## config.mk

```make
export PLATFORM = sky130hd
export DESIGN_NAME = timer_core
export DESIGN_NICKNAME = d
export VERILOG_FILES = /design/src/rtl/timer_pkg.sv /design/src/rtl/capture_front.sv /design/src/rtl/timer_core.sv
export VERILOG_INCLUDE_DIRS = /design/src /design/src/rtl
export SDC_FILE = /design/constraint.sdc
export NUM_CORES = 1
export LEC_CHECK = 0
export BUFFER_PORTS_ARGS = -buffer_cell sky130_fd_sc_hd__buf_2
export CORE_MARGIN = 2
export CORE_UTILIZATION = 25
export CTS_CLUSTER_SIZE = 8
export DETAILED_ROUTE_END_ITERATION = 10
export MAX_ROUTING_LAYER = met4
export SETUP_SLACK_MARGIN = 0.4
export SYNTH_ARGS = -nofsm -noshare
export SYNTH_HDL_FRONTEND = slang
export SYNTH_HIERARCHICAL = 1
export SYNTH_SLANG_ARGS = --single-unit
export TNS_END_PERCENT = 50
```

## constraint.sdc

```tcl
create_clock -name clk_sys -period 4.05 [get_ports clk_sys]
set_input_delay 1.0125 -clock clk_sys [delete_from_list [all_inputs] [get_ports clk_sys]]
set_output_delay 1.0125 -clock clk_sys [all_outputs]
set_load 0.03 [all_outputs]
```

## src/rtl/timer_defines.svh

```systemverilog
// timer block: register offsets, field positions, reset values, prescaler taps
// assumes inclusion by the timer modules; the package does not include it
`ifndef TIMER_DEFINES_SVH
`define TIMER_DEFINES_SVH
`define ADDR_CTRL_A 8'h15
`define ADDR_CTRL_B 8'h33
`define ADDR_COUNT_LOW 8'h12
`define ADDR_COUNT_HIGH 8'h14
`define ADDR_COMPARE_A 8'h13
`define ADDR_COMPARE_B 8'h11
`define ADDR_FLAGS 8'h18
`define CTRL_A_RESET 8'h00
`define CTRL_B_RESET 8'h00
`define CTRL_A_WMASK 8'hF9
`define CTRL_B_WMASK 8'h1F
`define A_WIDTH 7
`define A_CAPEN 6
`define A_FILT 5
`define A_EDGE 4
`define A_ACIC 3
`define A_CTC 0
`define B_SYNC 4
`define B_PSR 3
`define B_CS_MSB 2
`define FLAG_CAP 0
`define FLAG_OVF 1
`define FLAG_CMPB 3
`define FLAG_CMPA 4
`define PRESC_BITS 10
`define TAP_8 2
`define TAP_64 5
`define TAP_256 7
`define TAP_1024 9
`define FILTER_LEN 4
`define MAX8 8'hFF
`define MAX16 16'hFFFF
`endif

```

## src/rtl/timer_pkg.sv

```systemverilog
// timer block types
// assumes the defines header sits in the include path
package timer_pkg;
  typedef enum logic [2:0] {
    CS_STOP = 3'b000,
    CS_DIV1 = 3'b001,
    CS_DIV8 = 3'b010,
    CS_DIV64 = 3'b011,
    CS_DIV256 = 3'b100,
    CS_DIV1024 = 3'b101,
    CS_EXT_FALL = 3'b110,
    CS_EXT_RISE = 3'b111
  } clock_sel_type;
  typedef struct packed {
    logic sel;
    logic wr;
    logic rd;
    logic [7:0] addr;
    logic [7:0] wdata;
  } cpu_req_type;
  typedef struct packed {
    logic cap_vec_ack;
    logic ovf_vec_ack;
    logic cmpa_vec_ack;
    logic cmpb_vec_ack;
  } vec_ack_type;
endpackage

```

## src/rtl/capture_front.sv

```systemverilog
// capture front end: pin sync, source select, filter, edge detect
// assumes pins are asynchronous to clk_sys; comparator output likewise
`timescale 1ns/1ps
`include "timer_defines.svh"
module capture_front (
  input wire logic clk_sys,
  input wire logic reset,
  input wire logic capture_pin,
  input wire logic comparator_out,
  input wire logic comparator_capture_src,
  input wire logic capture_filter_en,
  input wire logic capture_edge_sel,
  output logic capture_event
);
  import timer_pkg::*;
  logic [2:0] pin_sync_r;
  logic [2:0] cmp_sync_r;
  logic [`FILTER_LEN-1:0] hist_r;
  logic filt_r;
  logic prev_r;
  logic src;
  logic level;

  always_ff @(posedge clk_sys) begin
    if (reset) begin
      pin_sync_r <= 3'h0;
      cmp_sync_r <= 3'h0;
    end else begin
      pin_sync_r <= {pin_sync_r[1:0], capture_pin};
      cmp_sync_r <= {cmp_sync_r[1:0], comparator_out};
    end
  end

  always_comb begin
    if (comparator_capture_src)
      src = cmp_sync_r[2];
    else
      src = pin_sync_r[2];
  end

  always_ff @(posedge clk_sys) begin
    if (reset) begin
      hist_r <= '0;
      filt_r <= 1'b0;
    end else begin
      hist_r <= {hist_r[`FILTER_LEN-2:0], src};
      if (&hist_r)
        filt_r <= 1'b1;
      else if (~|hist_r)
        filt_r <= 1'b0;
    end
  end

  assign level = capture_filter_en ? filt_r : src;

  always_ff @(posedge clk_sys) begin
    if (reset) begin
      prev_r <= 1'b0;
      capture_event <= 1'b0;
    end else begin
      prev_r <= level;
      capture_event <= capture_edge_sel ? (level & ~prev_r) : (~level & prev_r);
    end
  end
endmodule

```

## src/rtl/timer_core.sv

```systemverilog
// 8/16-bit timer with capture, prescaler and shared high-byte latch
// assumes a cpu that drives sel/wr/rd for one cycle per byte access
// Operation
// - counter advances only on cycles where the tick enable is high
// - width bit set gives 16-bit counter and joined 16-bit compare
// - one shared 8-bit high-byte latch serves all 16-bit registers
// - low-byte write loads latch and written byte together
// - low-byte read copies high byte into latch same cycle
// - compare reads bypass latch; 16-bit capture value reads through latch
// - latch holds until next high-byte write or low-byte read of counter or capture value, reusable across registers
// - capture enable bit selects input capture mode
// - filter needs four equal samples, adding five cycles delay
// - edge select picks falling or rising; capture copies counter, sets flag
// - comparator source bit routes comparator into capture front end
// - reserved bits 2:1 of control A read zero
// - bit 0 of control A selects normal or clear-on-match counting in 8-bit mode
// - sync hold keeps prescaler reset; clearing sync clears it
// - prescaler reset bit resets prescaler, self-clears without sync
// - clock select: stop, div 1/8/64/256/1024, external falling/rising
// - external pin counted even when driven as an output
// - mode map from capture, width, clear bits; overflow at max
// - capture flag cleared by vector execution or writing one
`timescale 1ns/1ps
`include "timer_defines.svh"
module timer_core (
  input wire logic clk_sys,
  input wire logic reset,
  input timer_pkg::cpu_req_type cpu_req,
  input timer_pkg::vec_ack_type vec_ack,
  input wire logic capture_pin,
  input wire logic ext_count_pin,
  input wire logic comparator_out,
  output logic [7:0] cpu_rdata,
  output logic [4:0] flags_out,
  output logic [15:0] count_out
);
  import timer_pkg::*;
  logic [7:0] timer_ctrl_a_r;
  logic [7:0] timer_ctrl_b_r;
  logic [7:0] high_latch_r;
  logic [7:0] count_low_r;
  logic [7:0] count_high_r;
  logic [7:0] compare_a_r;
  logic [7:0] compare_b_r;
  logic [`PRESC_BITS-1:0] presc_r;
  logic [`PRESC_BITS-1:0] presc_nxt;
  logic [2:0] ext_sync_r;
  logic timer_tick;
  logic block_match_r;
  logic cap_flag_r;
  logic ovf_flag_r;
  logic cmpa_flag_r;
  logic cmpb_flag_r;
  logic capture_event;
  logic width_select;
  logic capture_mode_en;
  logic clear_on_match_mode;
  logic sync_hold_mode;
  logic prescaler_reset;
  clock_sel_type clock_sel;
  logic [15:0] count16;
  logic [15:0] compare16;
  logic [15:0] count_nxt;
  logic wr_cycle;
  logic rd_cycle;
  logic cap_wr;
  logic match_a;
  logic match_b;
  logic at_max;
  logic presc_tap;

  assign width_select = timer_ctrl_a_r[`A_WIDTH];
  assign capture_mode_en = timer_ctrl_a_r[`A_CAPEN];
  assign clear_on_match_mode = timer_ctrl_a_r[`A_CTC];
  assign sync_hold_mode = timer_ctrl_b_r[`B_SYNC];
  assign prescaler_reset = timer_ctrl_b_r[`B_PSR];
  assign clock_sel = clock_sel_type'(timer_ctrl_b_r[`B_CS_MSB:0]);
  assign count16 = {count_high_r, count_low_r};
  assign compare16 = {compare_b_r, compare_a_r};
  assign wr_cycle = cpu_req.sel & cpu_req.wr;
  assign rd_cycle = cpu_req.sel & cpu_req.rd;

  capture_front u_front (
    .clk_sys(clk_sys),
    .reset(reset),
    .capture_pin(capture_pin),
    .comparator_out(comparator_out),
    .comparator_capture_src(timer_ctrl_a_r[`A_ACIC]),
    .capture_filter_en(timer_ctrl_a_r[`A_FILT]),
    .capture_edge_sel(timer_ctrl_a_r[`A_EDGE]),
    .capture_event(capture_event)
  );

  assign cap_wr = capture_event & capture_mode_en;

  // prescaler cleared while reset bit set
  assign presc_nxt = prescaler_reset ? '0 : presc_r + `PRESC_BITS'(1);
  always_ff @(posedge clk_sys) begin
    if (reset)
      presc_r <= '0;
    else
      presc_r <= presc_nxt;
  end

  // pin sampled regardless of its port direction
  always_ff @(posedge clk_sys) begin
    if (reset)
      ext_sync_r <= 3'h0;
    else
      ext_sync_r <= {ext_sync_r[1:0], ext_count_pin};
  end

  always_comb begin
    presc_tap = 1'b0;
    case (clock_sel)
      CS_STOP: presc_tap = 1'b0;
      CS_DIV1: presc_tap = 1'b1;
      CS_DIV8: presc_tap = &presc_r[`TAP_8:0];
      CS_DIV64: presc_tap = &presc_r[`TAP_64:0];
      CS_DIV256: presc_tap = &presc_r[`TAP_256:0];
      CS_DIV1024: presc_tap = &presc_r[`TAP_1024:0];
      CS_EXT_FALL: presc_tap = ext_sync_r[2] & ~ext_sync_r[1];
      CS_EXT_RISE: presc_tap = ~ext_sync_r[2] & ext_sync_r[1];
      default: presc_tap = 1'b0;
    endcase
  end
  assign timer_tick = presc_tap & ~prescaler_reset;

  // mode map: top and overflow point
  always_comb begin
    match_a = 1'b0;
    match_b = 1'b0;
    if (width_select) begin
      at_max = (count16 == `MAX16);
      match_a = (count16 == compare16) & ~capture_mode_en;
    end else begin
      at_max = (count_low_r == `MAX8);
      match_a = (count_low_r == compare_a_r) & ~capture_mode_en;
      match_b = (count_low_r == compare_b_r) & ~capture_mode_en;
    end
  end

  always_comb begin
    count_nxt = count16 + 16'h0001;
    if (!width_select) begin
      count_nxt[15:8] = count_high_r;
      if (clear_on_match_mode && !capture_mode_en && match_a)
        count_nxt[7:0] = 8'h00;
    end
  end

  always_ff @(posedge clk_sys) begin
    if (reset)
      block_match_r <= 1'b0;
    else if (wr_cycle && (cpu_req.addr == `ADDR_COUNT_LOW || cpu_req.addr == `ADDR_COUNT_HIGH))
      block_match_r <= 1'b1;
    else if (timer_tick)
      block_match_r <= 1'b0;
  end

  // counter with cpu write taking priority over ticking
  always_ff @(posedge clk_sys) begin
    if (reset) begin
      count_low_r <= 8'h00;
      count_high_r <= 8'h00;
    end else if (wr_cycle && cpu_req.addr == `ADDR_COUNT_LOW) begin
      count_low_r <= cpu_req.wdata;
      if (width_select)
        count_high_r <= high_latch_r;
    end else if (wr_cycle && cpu_req.addr == `ADDR_COUNT_HIGH && !width_select) begin
      count_high_r <= cpu_req.wdata;
    end else if (timer_tick) begin
      count_low_r <= count_nxt[7:0];
      count_high_r <= count_nxt[15:8];
    end
  end

  // compare bytes double as capture register in capture mode
  always_ff @(posedge clk_sys) begin
    if (reset) begin
      compare_a_r <= 8'h00;
      compare_b_r <= 8'h00;
    end else if (cap_wr) begin
      compare_a_r <= count_low_r;
      if (width_select)
        compare_b_r <= count_high_r;
    end else if (wr_cycle && cpu_req.addr == `ADDR_COMPARE_A) begin
      compare_a_r <= cpu_req.wdata;
      if (width_select)
        compare_b_r <= high_latch_r;
    end else if (wr_cycle && cpu_req.addr == `ADDR_COMPARE_B && !width_select) begin
      compare_b_r <= cpu_req.wdata;
    end
  end

  // single shared latch; held until high write; low read fills it
  always_ff @(posedge clk_sys) begin
    if (reset)
      high_latch_r <= 8'h00;
    else if (width_select && wr_cycle &&
             (cpu_req.addr == `ADDR_COUNT_HIGH || cpu_req.addr == `ADDR_COMPARE_B))
      high_latch_r <= cpu_req.wdata;
    else if (width_select && rd_cycle && cpu_req.addr == `ADDR_COUNT_LOW)
      high_latch_r <= count_high_r;
    // capture value goes through the latch
    else if (width_select && rd_cycle && cpu_req.addr == `ADDR_COMPARE_A && capture_mode_en)
      high_latch_r <= compare_b_r;
  end

  always_ff @(posedge clk_sys) begin
    if (reset)
      timer_ctrl_a_r <= `CTRL_A_RESET;
    else if (wr_cycle && cpu_req.addr == `ADDR_CTRL_A)
      timer_ctrl_a_r <= cpu_req.wdata & `CTRL_A_WMASK;
  end

  // sync hold keeps reset bit; self-clear otherwise
  always_ff @(posedge clk_sys) begin
    if (reset)
      timer_ctrl_b_r <= `CTRL_B_RESET;
    else if (wr_cycle && cpu_req.addr == `ADDR_CTRL_B)
      timer_ctrl_b_r <= cpu_req.wdata & `CTRL_B_WMASK;
    else if (!sync_hold_mode)
      timer_ctrl_b_r[`B_PSR] <= 1'b0;
  end

  // flags: set wins over vector or write-one clear
  always_ff @(posedge clk_sys) begin
    if (reset) begin
      cap_flag_r <= 1'b0;
      ovf_flag_r <= 1'b0;
      cmpa_flag_r <= 1'b0;
      cmpb_flag_r <= 1'b0;
    end else begin
      if (cap_wr)
        cap_flag_r <= 1'b1;
      else if (vec_ack.cap_vec_ack || (wr_cycle && cpu_req.addr == `ADDR_FLAGS && cpu_req.wdata[`FLAG_CAP]))
        cap_flag_r <= 1'b0;
      if (timer_tick && at_max)
        ovf_flag_r <= 1'b1;
      else if (vec_ack.ovf_vec_ack || (wr_cycle && cpu_req.addr == `ADDR_FLAGS && cpu_req.wdata[`FLAG_OVF]))
        ovf_flag_r <= 1'b0;
      if (timer_tick && match_a && !block_match_r)
        cmpa_flag_r <= 1'b1;
      else if (vec_ack.cmpa_vec_ack || (wr_cycle && cpu_req.addr == `ADDR_FLAGS && cpu_req.wdata[`FLAG_CMPA]))
        cmpa_flag_r <= 1'b0;
      if (timer_tick && match_b && !block_match_r)
        cmpb_flag_r <= 1'b1;
      else if (vec_ack.cmpb_vec_ack || (wr_cycle && cpu_req.addr == `ADDR_FLAGS && cpu_req.wdata[`FLAG_CMPB]))
        cmpb_flag_r <= 1'b0;
    end
  end

  // read data registered one cycle after the read strobe
  always_ff @(posedge clk_sys) begin
    if (reset) begin
      cpu_rdata <= 8'h00;
    end else if (rd_cycle) begin
      case (cpu_req.addr)
        // reserved bits masked at write, so read zero
        `ADDR_CTRL_A: cpu_rdata <= timer_ctrl_a_r;
        `ADDR_CTRL_B: cpu_rdata <= timer_ctrl_b_r;
        `ADDR_COUNT_LOW: cpu_rdata <= count_low_r;
        `ADDR_COUNT_HIGH: cpu_rdata <= width_select ? high_latch_r : count_high_r;
        `ADDR_COMPARE_A: cpu_rdata <= compare_a_r;
        // compare read direct, capture through latch
        `ADDR_COMPARE_B: cpu_rdata <= (width_select && capture_mode_en) ? high_latch_r : compare_b_r;
        `ADDR_FLAGS: cpu_rdata <= {3'h0, cmpa_flag_r, cmpb_flag_r, 1'b0, ovf_flag_r, cap_flag_r};
        default: cpu_rdata <= 8'h00;
      endcase
    end else begin
      cpu_rdata <= 8'h00;
    end
  end

  always_ff @(posedge clk_sys) begin
    if (reset) begin
      flags_out <= 5'h00;
      count_out <= 16'h0000;
    end else begin
      flags_out <= {cmpa_flag_r, cmpb_flag_r, 1'b0, ovf_flag_r, cap_flag_r};
      count_out <= count16;
    end
  end
endmodule

```

==> flow_metrics.tcl, run 1 <==
set metrics [dict create \
    synthToLayoutAreaGrowth_pct 13.9 \
    syn_inst 658 \
    cts_root_buffer "clkbuf_16" \
    grt_pass1_wl_um 28100 \
    critical-path-max-stage-delay_ns 0.64 \
    maxSlewViolCount 0 \
    h-tree-depth 3 \
    finalSetupViolations 0 \
    ctsResizeCount 0 \
    core-area_um2 22500 \
    yosysTopAreaCell "dfxtp_1" \
    vias 5150 \
    fin_crit_ns 3.03 \
    numCtsBuffers 9 \
    layout-drive-gt1-share 0.171 \
    grt_pass1_vias 4815 \
    cts_tree "built" \
    clkLatencyLatePin_ns 0.36 \
    vias_per_cell 5.29 \
    hold_buffers 0 \
    rows 55 \
    synth_edf_count 0 \
    hold_viol_final 0 \
    drt_pre_antenna_iters 7 \
    hpwl_um 12700 \
    path_class "in2reg" \
    diodes 0 \
    status "complete, no violations" \
    crit_chain "buf_2 > or3b_1 > nor4_4 > buf_4 > or2_1 > o41ai_1 > a32o_1" \
    ys_types 70 \
    fp.dieH_um 155 \
    postCtsSetupRepairBufs 0 \
    die_area_um2 24000 \
    yosys_warnings 6 \
    ioPinCount 57 \
    ys_seq_area_frac 0.386 \
    die_x_um 155 \
    drv_cap 0 \
    wl_um 17900 \
    dpl_cell_area_um2 6200 \
    crit_family "simple AND/OR/NAND/NOR gates" \
    ys.flop_type "dfxtp_1" \
    place_congestion 0.899 \
    arrival_ns 3.28 \
    overflow 0 \
    avgSynthCellArea_um2 8.66 \
    syn-cell-area_um2 5700 \
    end_kind "flop" \
    final_cell_mix "110 x dfxtp_1, 75 x nor2_1, 55 x buf_2, 44 x nand2_1, 43 x a21oi_1" \
    tightest_slew_ns 0.858 \
    relSlewSlack 0.423 \
    power_per_cell_area_nw_per_um2 319 \
    ys_seq_elements 110 \
    worstPathRequired_ns 4.31 \
    cts_sinks 110 \
    period_share 0.748 \
    syn_nets 689 \
    vdd_drop_max_v 0.000179 \
    drtAntennaViolNets 0 \
    layout.nets 715 \
    drtIter0Drc 530 \
    cts.clk_slew.worst_paths_ns 0.08 \
    finClkSkew_ns 0.00975 \
    ys_top_cells_by_area "dfxtp_1 39%, nor2_1 4.9%, mux2i_1 4.6%" \
    fin_area_um2 6490 \
    start_kind "input pin" \
    port_buffers 55 \
    crit_slowest_cell "nor4_4" \
    synth_top_area_share 0.386 \
    grt_max_degree 81 \
    layout.cells.most_common "dfxtp_1" \
    timing.fmax_mhz 330 \
    grt_usage 0.154 \
    total_power_mw 2.07 \
    wl_per_cell_um 18.3 \
    clock_path_buffers 2 \
    antenna_found_initial 0 \
    drcViolationCount 0 \
    worst_hold_path_type "reg2reg" \
    worstPathBufferInverterCount 2 \
    critPathMaxFanout 14 \
    p_leak_nw 2.59 \
    grt_setup_unrepaired "false" \
    finalSetupTns_ns 0 \
    async_reset_ff_frac 0 \
    start_util 0.253 \
]
worst paths after layout:
path	start	to	slack, ns	depth (start not counted)
max reg2reg	count_low_r[6]	count_low_r[2]	1.49	6
max	cpu_req[15]	count_low_r[6]	1.02	7
min	u_front/cmp_sync_r[1]	u_front/cmp_sync_r[2]	0.44	1
min reg2reg	u_front/cmp_sync_r[1]	u_front/cmp_sync_r[2]	0.44	1
power by group:
| part | internal [mW] | switching (mW) |
|---|---|---|
| clock | 0.432 | 0.449 |
| combinational | 0.0272 | 0.0679 |
| sequential | 1.09 | 0.00420 |
layer usage:
layer  part of all wire  track usage  vias up
met4              0.021       0.0489        0
met3              0.074       0.0228       31
met1               0.45        0.205     2448
met2               0.46        0.242      228
li1                   -            -     2443
met5                  0            -        -
worst reg2reg max path: stages, from the launching register on:
cell and delay (ns):
dfxtp_1 0.56, xor2_1 0.11, or4_1 0.51, nor3_1 0.50
nor2_1 0.21, a32o_1 0.31, a32o_1 0.25
cells in the mapped netlist (5+ instances only):
cell type	count
a211oi_1	5
a21o_1	5
a21oi_1	43
a221oi_2	8
a222oi_1	11
a22o_1	8
a22oi_1	7
a311oi_1	10
a31oi_1	7
and3_1	6
buf_2	7
clkbuf_1	40
dfxtp_1	110
inv_1	13
mux2_2	8
mux2i_1	26
nand2_1	44
nand3_1	30
nand3b_1	5
nand4_1	9
nor2_1	75
nor2b_1	27
nor3_1	9
nor4_1	8
o21ai_0	15
or3_1	5
xnor2_1	22
xor2_1	16
flip-flops by register name, summed over array words and instances, names as in the netlist, 3 cells and up:
name	flops
u_front/cmp_sync_r	3
compare_b_r	8
timer_ctrl_b_r	5
timer_ctrl_a_r	6
u_front/pin_sync_r	3
u_front/hist_r	4
ext_sync_r	3
compare_a_r	8
count_low_r	8
presc_r	10
cpu_rdata	8
count_high_r	8
high_latch_r	8
count_out	16
flags_out	4
layout make-up:
class / instances / area [µm²]
timing repair buffer: 70 / 388
tap: 285 / 357
fill: 2376 / 16000
clock buffer: 9 / 225
sequential: 110 / 2200
multi-input combinational: 480 / 3210
clock inverter: 7 / 63.8
inverter: 13 / 48.8
through the flow:
step / hold WS [ns] / utilization / instances / worst slack (ns)
finish: 0.438 / 0.289 / 974 / 1.02
global route: 0.464 / 0.289 / 974 / 0.908
CTS: 0.438 / 0.289 / 974 / 1.02
detailed placement: 0.421 / 0.276 / 958 / 0.646
global placement: 0.416 / 0.276 / 958 / 0.700
floorplan: 0.414 / - / 658 / 1.01
logic make-up after synthesis:
logic type,share of synthesized area
other,0.000658
AOI/OAI and AO/OA,0.200
muxes,0.0615
xor gates and xnor gates,0.0584
adders and majority gates,0.00659
and+or+nand+nor,0.234
buffers and inverters,0.0522
DFF,0.386
Note: power is estimated with default switching activity, not from simulation.
==> inputs of run 2 (changes only) <==
Settings changed: ABC_AREA set to 1.
Clock period 4.05 ns to 3 ns, I/O delays scaled along.
==> run 2 against run 1 <==
Compared with the run above:
- worst hold slack lost 0.033 ns
- final cell count grew 36%
- clock skew increased by 0.0032 ns
- global-route usage grew 1.7 points
- combinational power grew 48%
- utilization decreased by 0.10 points
- clock power grew 36%
- design area up 6.4%
- flip-flop and latch count stayed put
- largest power group unchanged
==> flow_metrics.tcl, run 2 <==
set metrics [dict create \
    grt_max_degree 41 \
    p_sw_frac 0.258 \
    rows 57 \
    syn_inst 948 \
    worstPathBufferInverterCount 2 \
    hold_start "u_front/pin_sync_r[0]" \
    async_reset_ff_frac 0 \
    cts_tree "built" \
    drv_cap 0 \
    tightest_slew_ns 0.723 \
    drtIter0Drc 633 \
    p_leak_nw 3.19 \
    critPathMaxFanout 16 \
    final_cell_mix "241 x nand2_1, 153 x nor2_1, 115 x inv_1, 110 x dfxtp_1, 71 x nand3_1" \
    cts_root_buffer "clkbuf_16" \
    critical-path-max-stage-delay_ns 0.45 \
    die_x_um 160 \
    grt_busiest_layer "met2" \
    reg_top3 "count_out (16), presc_r (10)" \
    grt_pass1_vias 5742 \
    worst_hold_path_type "reg2reg" \
    p_seq_frac 0.524 \
    hpwl_um 16000 \
    clock_path_buffers 2 \
    layout.nets 1024 \
    ys_seq_elements 110 \
    worstPathRequired_ns 3.31 \
    power_frac_clock 0.426 \
    timing.fmax_mhz 460 \
    core-area_um2 24000 \
    synth_edf_count 0 \
    grt_usage 0.171 \
    ys_types 47 \
    start_util 0.252 \
    antenna_found_initial 0 \
    largest_reg_flops 16 \
    hold_buffers 0 \
    hold_ws_ns 0.405 \
    ys_seq_area_frac 0.363 \
    yosys_warnings 6 \
    layout-drive-gt1-share 0.111 \
    crit_slowest_cell "nand2_1" \
    crit_family "simple AND/OR/NAND/NOR gates" \
    wl_per_cell_um 16.1 \
    combinationalPowerShare 0.050 \
    n_fill_cell 2681 \
    ys.flop_type "dfxtp_1" \
    postCtsSetupRepairBufs 0 \
    wl_um 21300 \
    fp.dieH_um 160 \
    syn_nets 979 \
    place_congestion 1.02 \
    netlist_top_cells_count "241 x nand2_1, 153 x nor2_1, 115 x inv_1" \
    finalSetupTns_ns 0 \
    layout.cells.most_common "nand2_1" \
    final-instance-count-excl-fill 1322 \
    port_buffers 55 \
    fin_crit_ns 2.17 \
    arrival_ns 2.48 \
    regArea_um2 2200 \
    yosysTopAreaCell "dfxtp_1" \
    power.switching_mw 0.726 \
    finalSetupViolations 0 \
    period_share 0.724 \
    p_int_mw 2.09 \
    start_kind "flop" \
    drt_pre_antenna_iters 5 \
    yosysMostFrequentCell "nand2_1" \
    drtAntennaViolNets 0 \
    vias_per_cell 4.76 \
    relSlewSlack 0.513 \
    ys_top_cells_by_area "dfxtp_1 36%, nand2_1 15%, nor2_1 9.5%" \
    die_area_um2 25500 \
    top_register "count_out" \
    use_met3 0.0330 \
    ctsResizeCount 0 \
    grt_use_met2 0.257 \
    diodes 0 \
    end_kind "flop" \
    maxSlewViolCount 0 \
    crit_chain "nand2_1 > buf_4 > nand2_4 > inv_2 > nand3_2 > nand3_1 > nand2_1 > nor2_1" \
    overflow 0 \
    drcViolationCount 0 \
    cp-startpoint "timer_ctrl_a_r[6]" \
    power_per_cell_area_nw_per_um2 407 \
    hold_viol_final 0 \
    h-tree-depth 3 \
    cts_sinks 110 \
    vdd_drop_max_v 0.000229 \
    vias 6293 \
    avgSynthCellArea_um2 6.40 \
    placed_cells 1306 \
    total_power_mw 2.81 \
    r2r-start "timer_ctrl_a_r[6]" \
    grt_setup_unrepaired "false" \
    use_met1 0.229 \
    status "complete, no violations" \
    path_class "reg2reg" \
    finClkSkew_ns 0.0129 \
    grt_pass1_wl_um 33000 \
    crit_top_cell "nand2_1" \
    ioPinCount 57 \
    synth_top_area_share 0.363 \
    cts.clk_slew.worst_paths_ns 0.08 \
    clkLatencyLatePin_ns 0.37 \
    synthToLayoutAreaGrowth_pct 13.9 \
    multiInputGateArea_um2 3220 \
    numCtsBuffers 9 \
    syn-cell-area_um2 6070 \
]
[run 2: cell types whose count changed in the layout (fill, tap and decap cells not counted), sizes merged, moves of 10 or more]
cell,change
nand2,+209
inv,+109
nor2,+82
o21ai,+58
nand3,+44
nor2b,-28
mux2i,-26
xnor2,-20
a222oi,-11
a221oi,-10
a311oi,-10
nor4,-10
[run 2: per-layer routing]
metal,share of wire,wire length (µm),up-vias
li1,-,-,3119
met1,0.45,9540,2855
met2,0.44,9360,292
met3,0.089,1890,27
met4,0.022,464,0
met5,0,0,-
[run 2: power groups by stage]
stage	registers (mW)	clock network [mW]	logic, mW
after global routing	1.48	1.28	0.154
after detailed placement	1.51	0	0.139
after global placement	1.51	0	0.139
after CTS	1.48	1.23	0.139
after floorplan	1.51	0	0.0766
final	1.47	1.20	0.141
[run 2: worst min-delay path, delay by kind of cell (launching register included)]
| kind | cells | cell delay [ns] |
|---|---|---|
| buffers and inverters | 1 | 0.04 |
| flip-flops | 1 | 0.30 |
| AND/OR/NAND/NOR | 1 | 0.03 |
[run 2: layout make-up]
class                           instances  share of cell area
Sequential cell                       110               0.319
Multi-Input combinational cell        685               0.466
Clock inverter                          6             0.00760
Clock buffer                           10              0.0331
Inverter                              124              0.0677
Tap cell                              324              0.0587
Timing Repair Buffer                   63              0.0485
[run 2: logic make-up (layout without fill, tap and decap cells)]
group,Yosys count,count (layout),share of synthesized area
xor+xnor,12,12,0.0173
flops,110,110,0.363
simple gates,520,520,0.369
compound gates,149,149,0.137
other cells,1,1,0.000618
fa+ha+maj,3,3,0.00619
buf+inv,153,203,0.106
[run 2: path summary, 6_finish.rpt]
check	end	slack (ns)	cells past startpoint
worst max-delay path	compare_b_r[7]	0.83	8
worst min-delay path	u_front/pin_sync_r[1]	0.41	2
worst min register to register	u_front/pin_sync_r[1]	0.41	2
worst max register to register	compare_b_r[7]	0.83	8
[run 2: metrics by stage]
stage / area [µm²] / worst slack, ns / utilization
after floorplan: 6070 / 1.02 / -
after global placement: 6630 / 0.540 / 0.276
after detailed placement: 6630 / 0.476 / 0.276
after CTS: 6910 / 0.837 / 0.288
after global routing: 6910 / 0.649 / 0.288
final: 6910 / 0.828 / 0.288
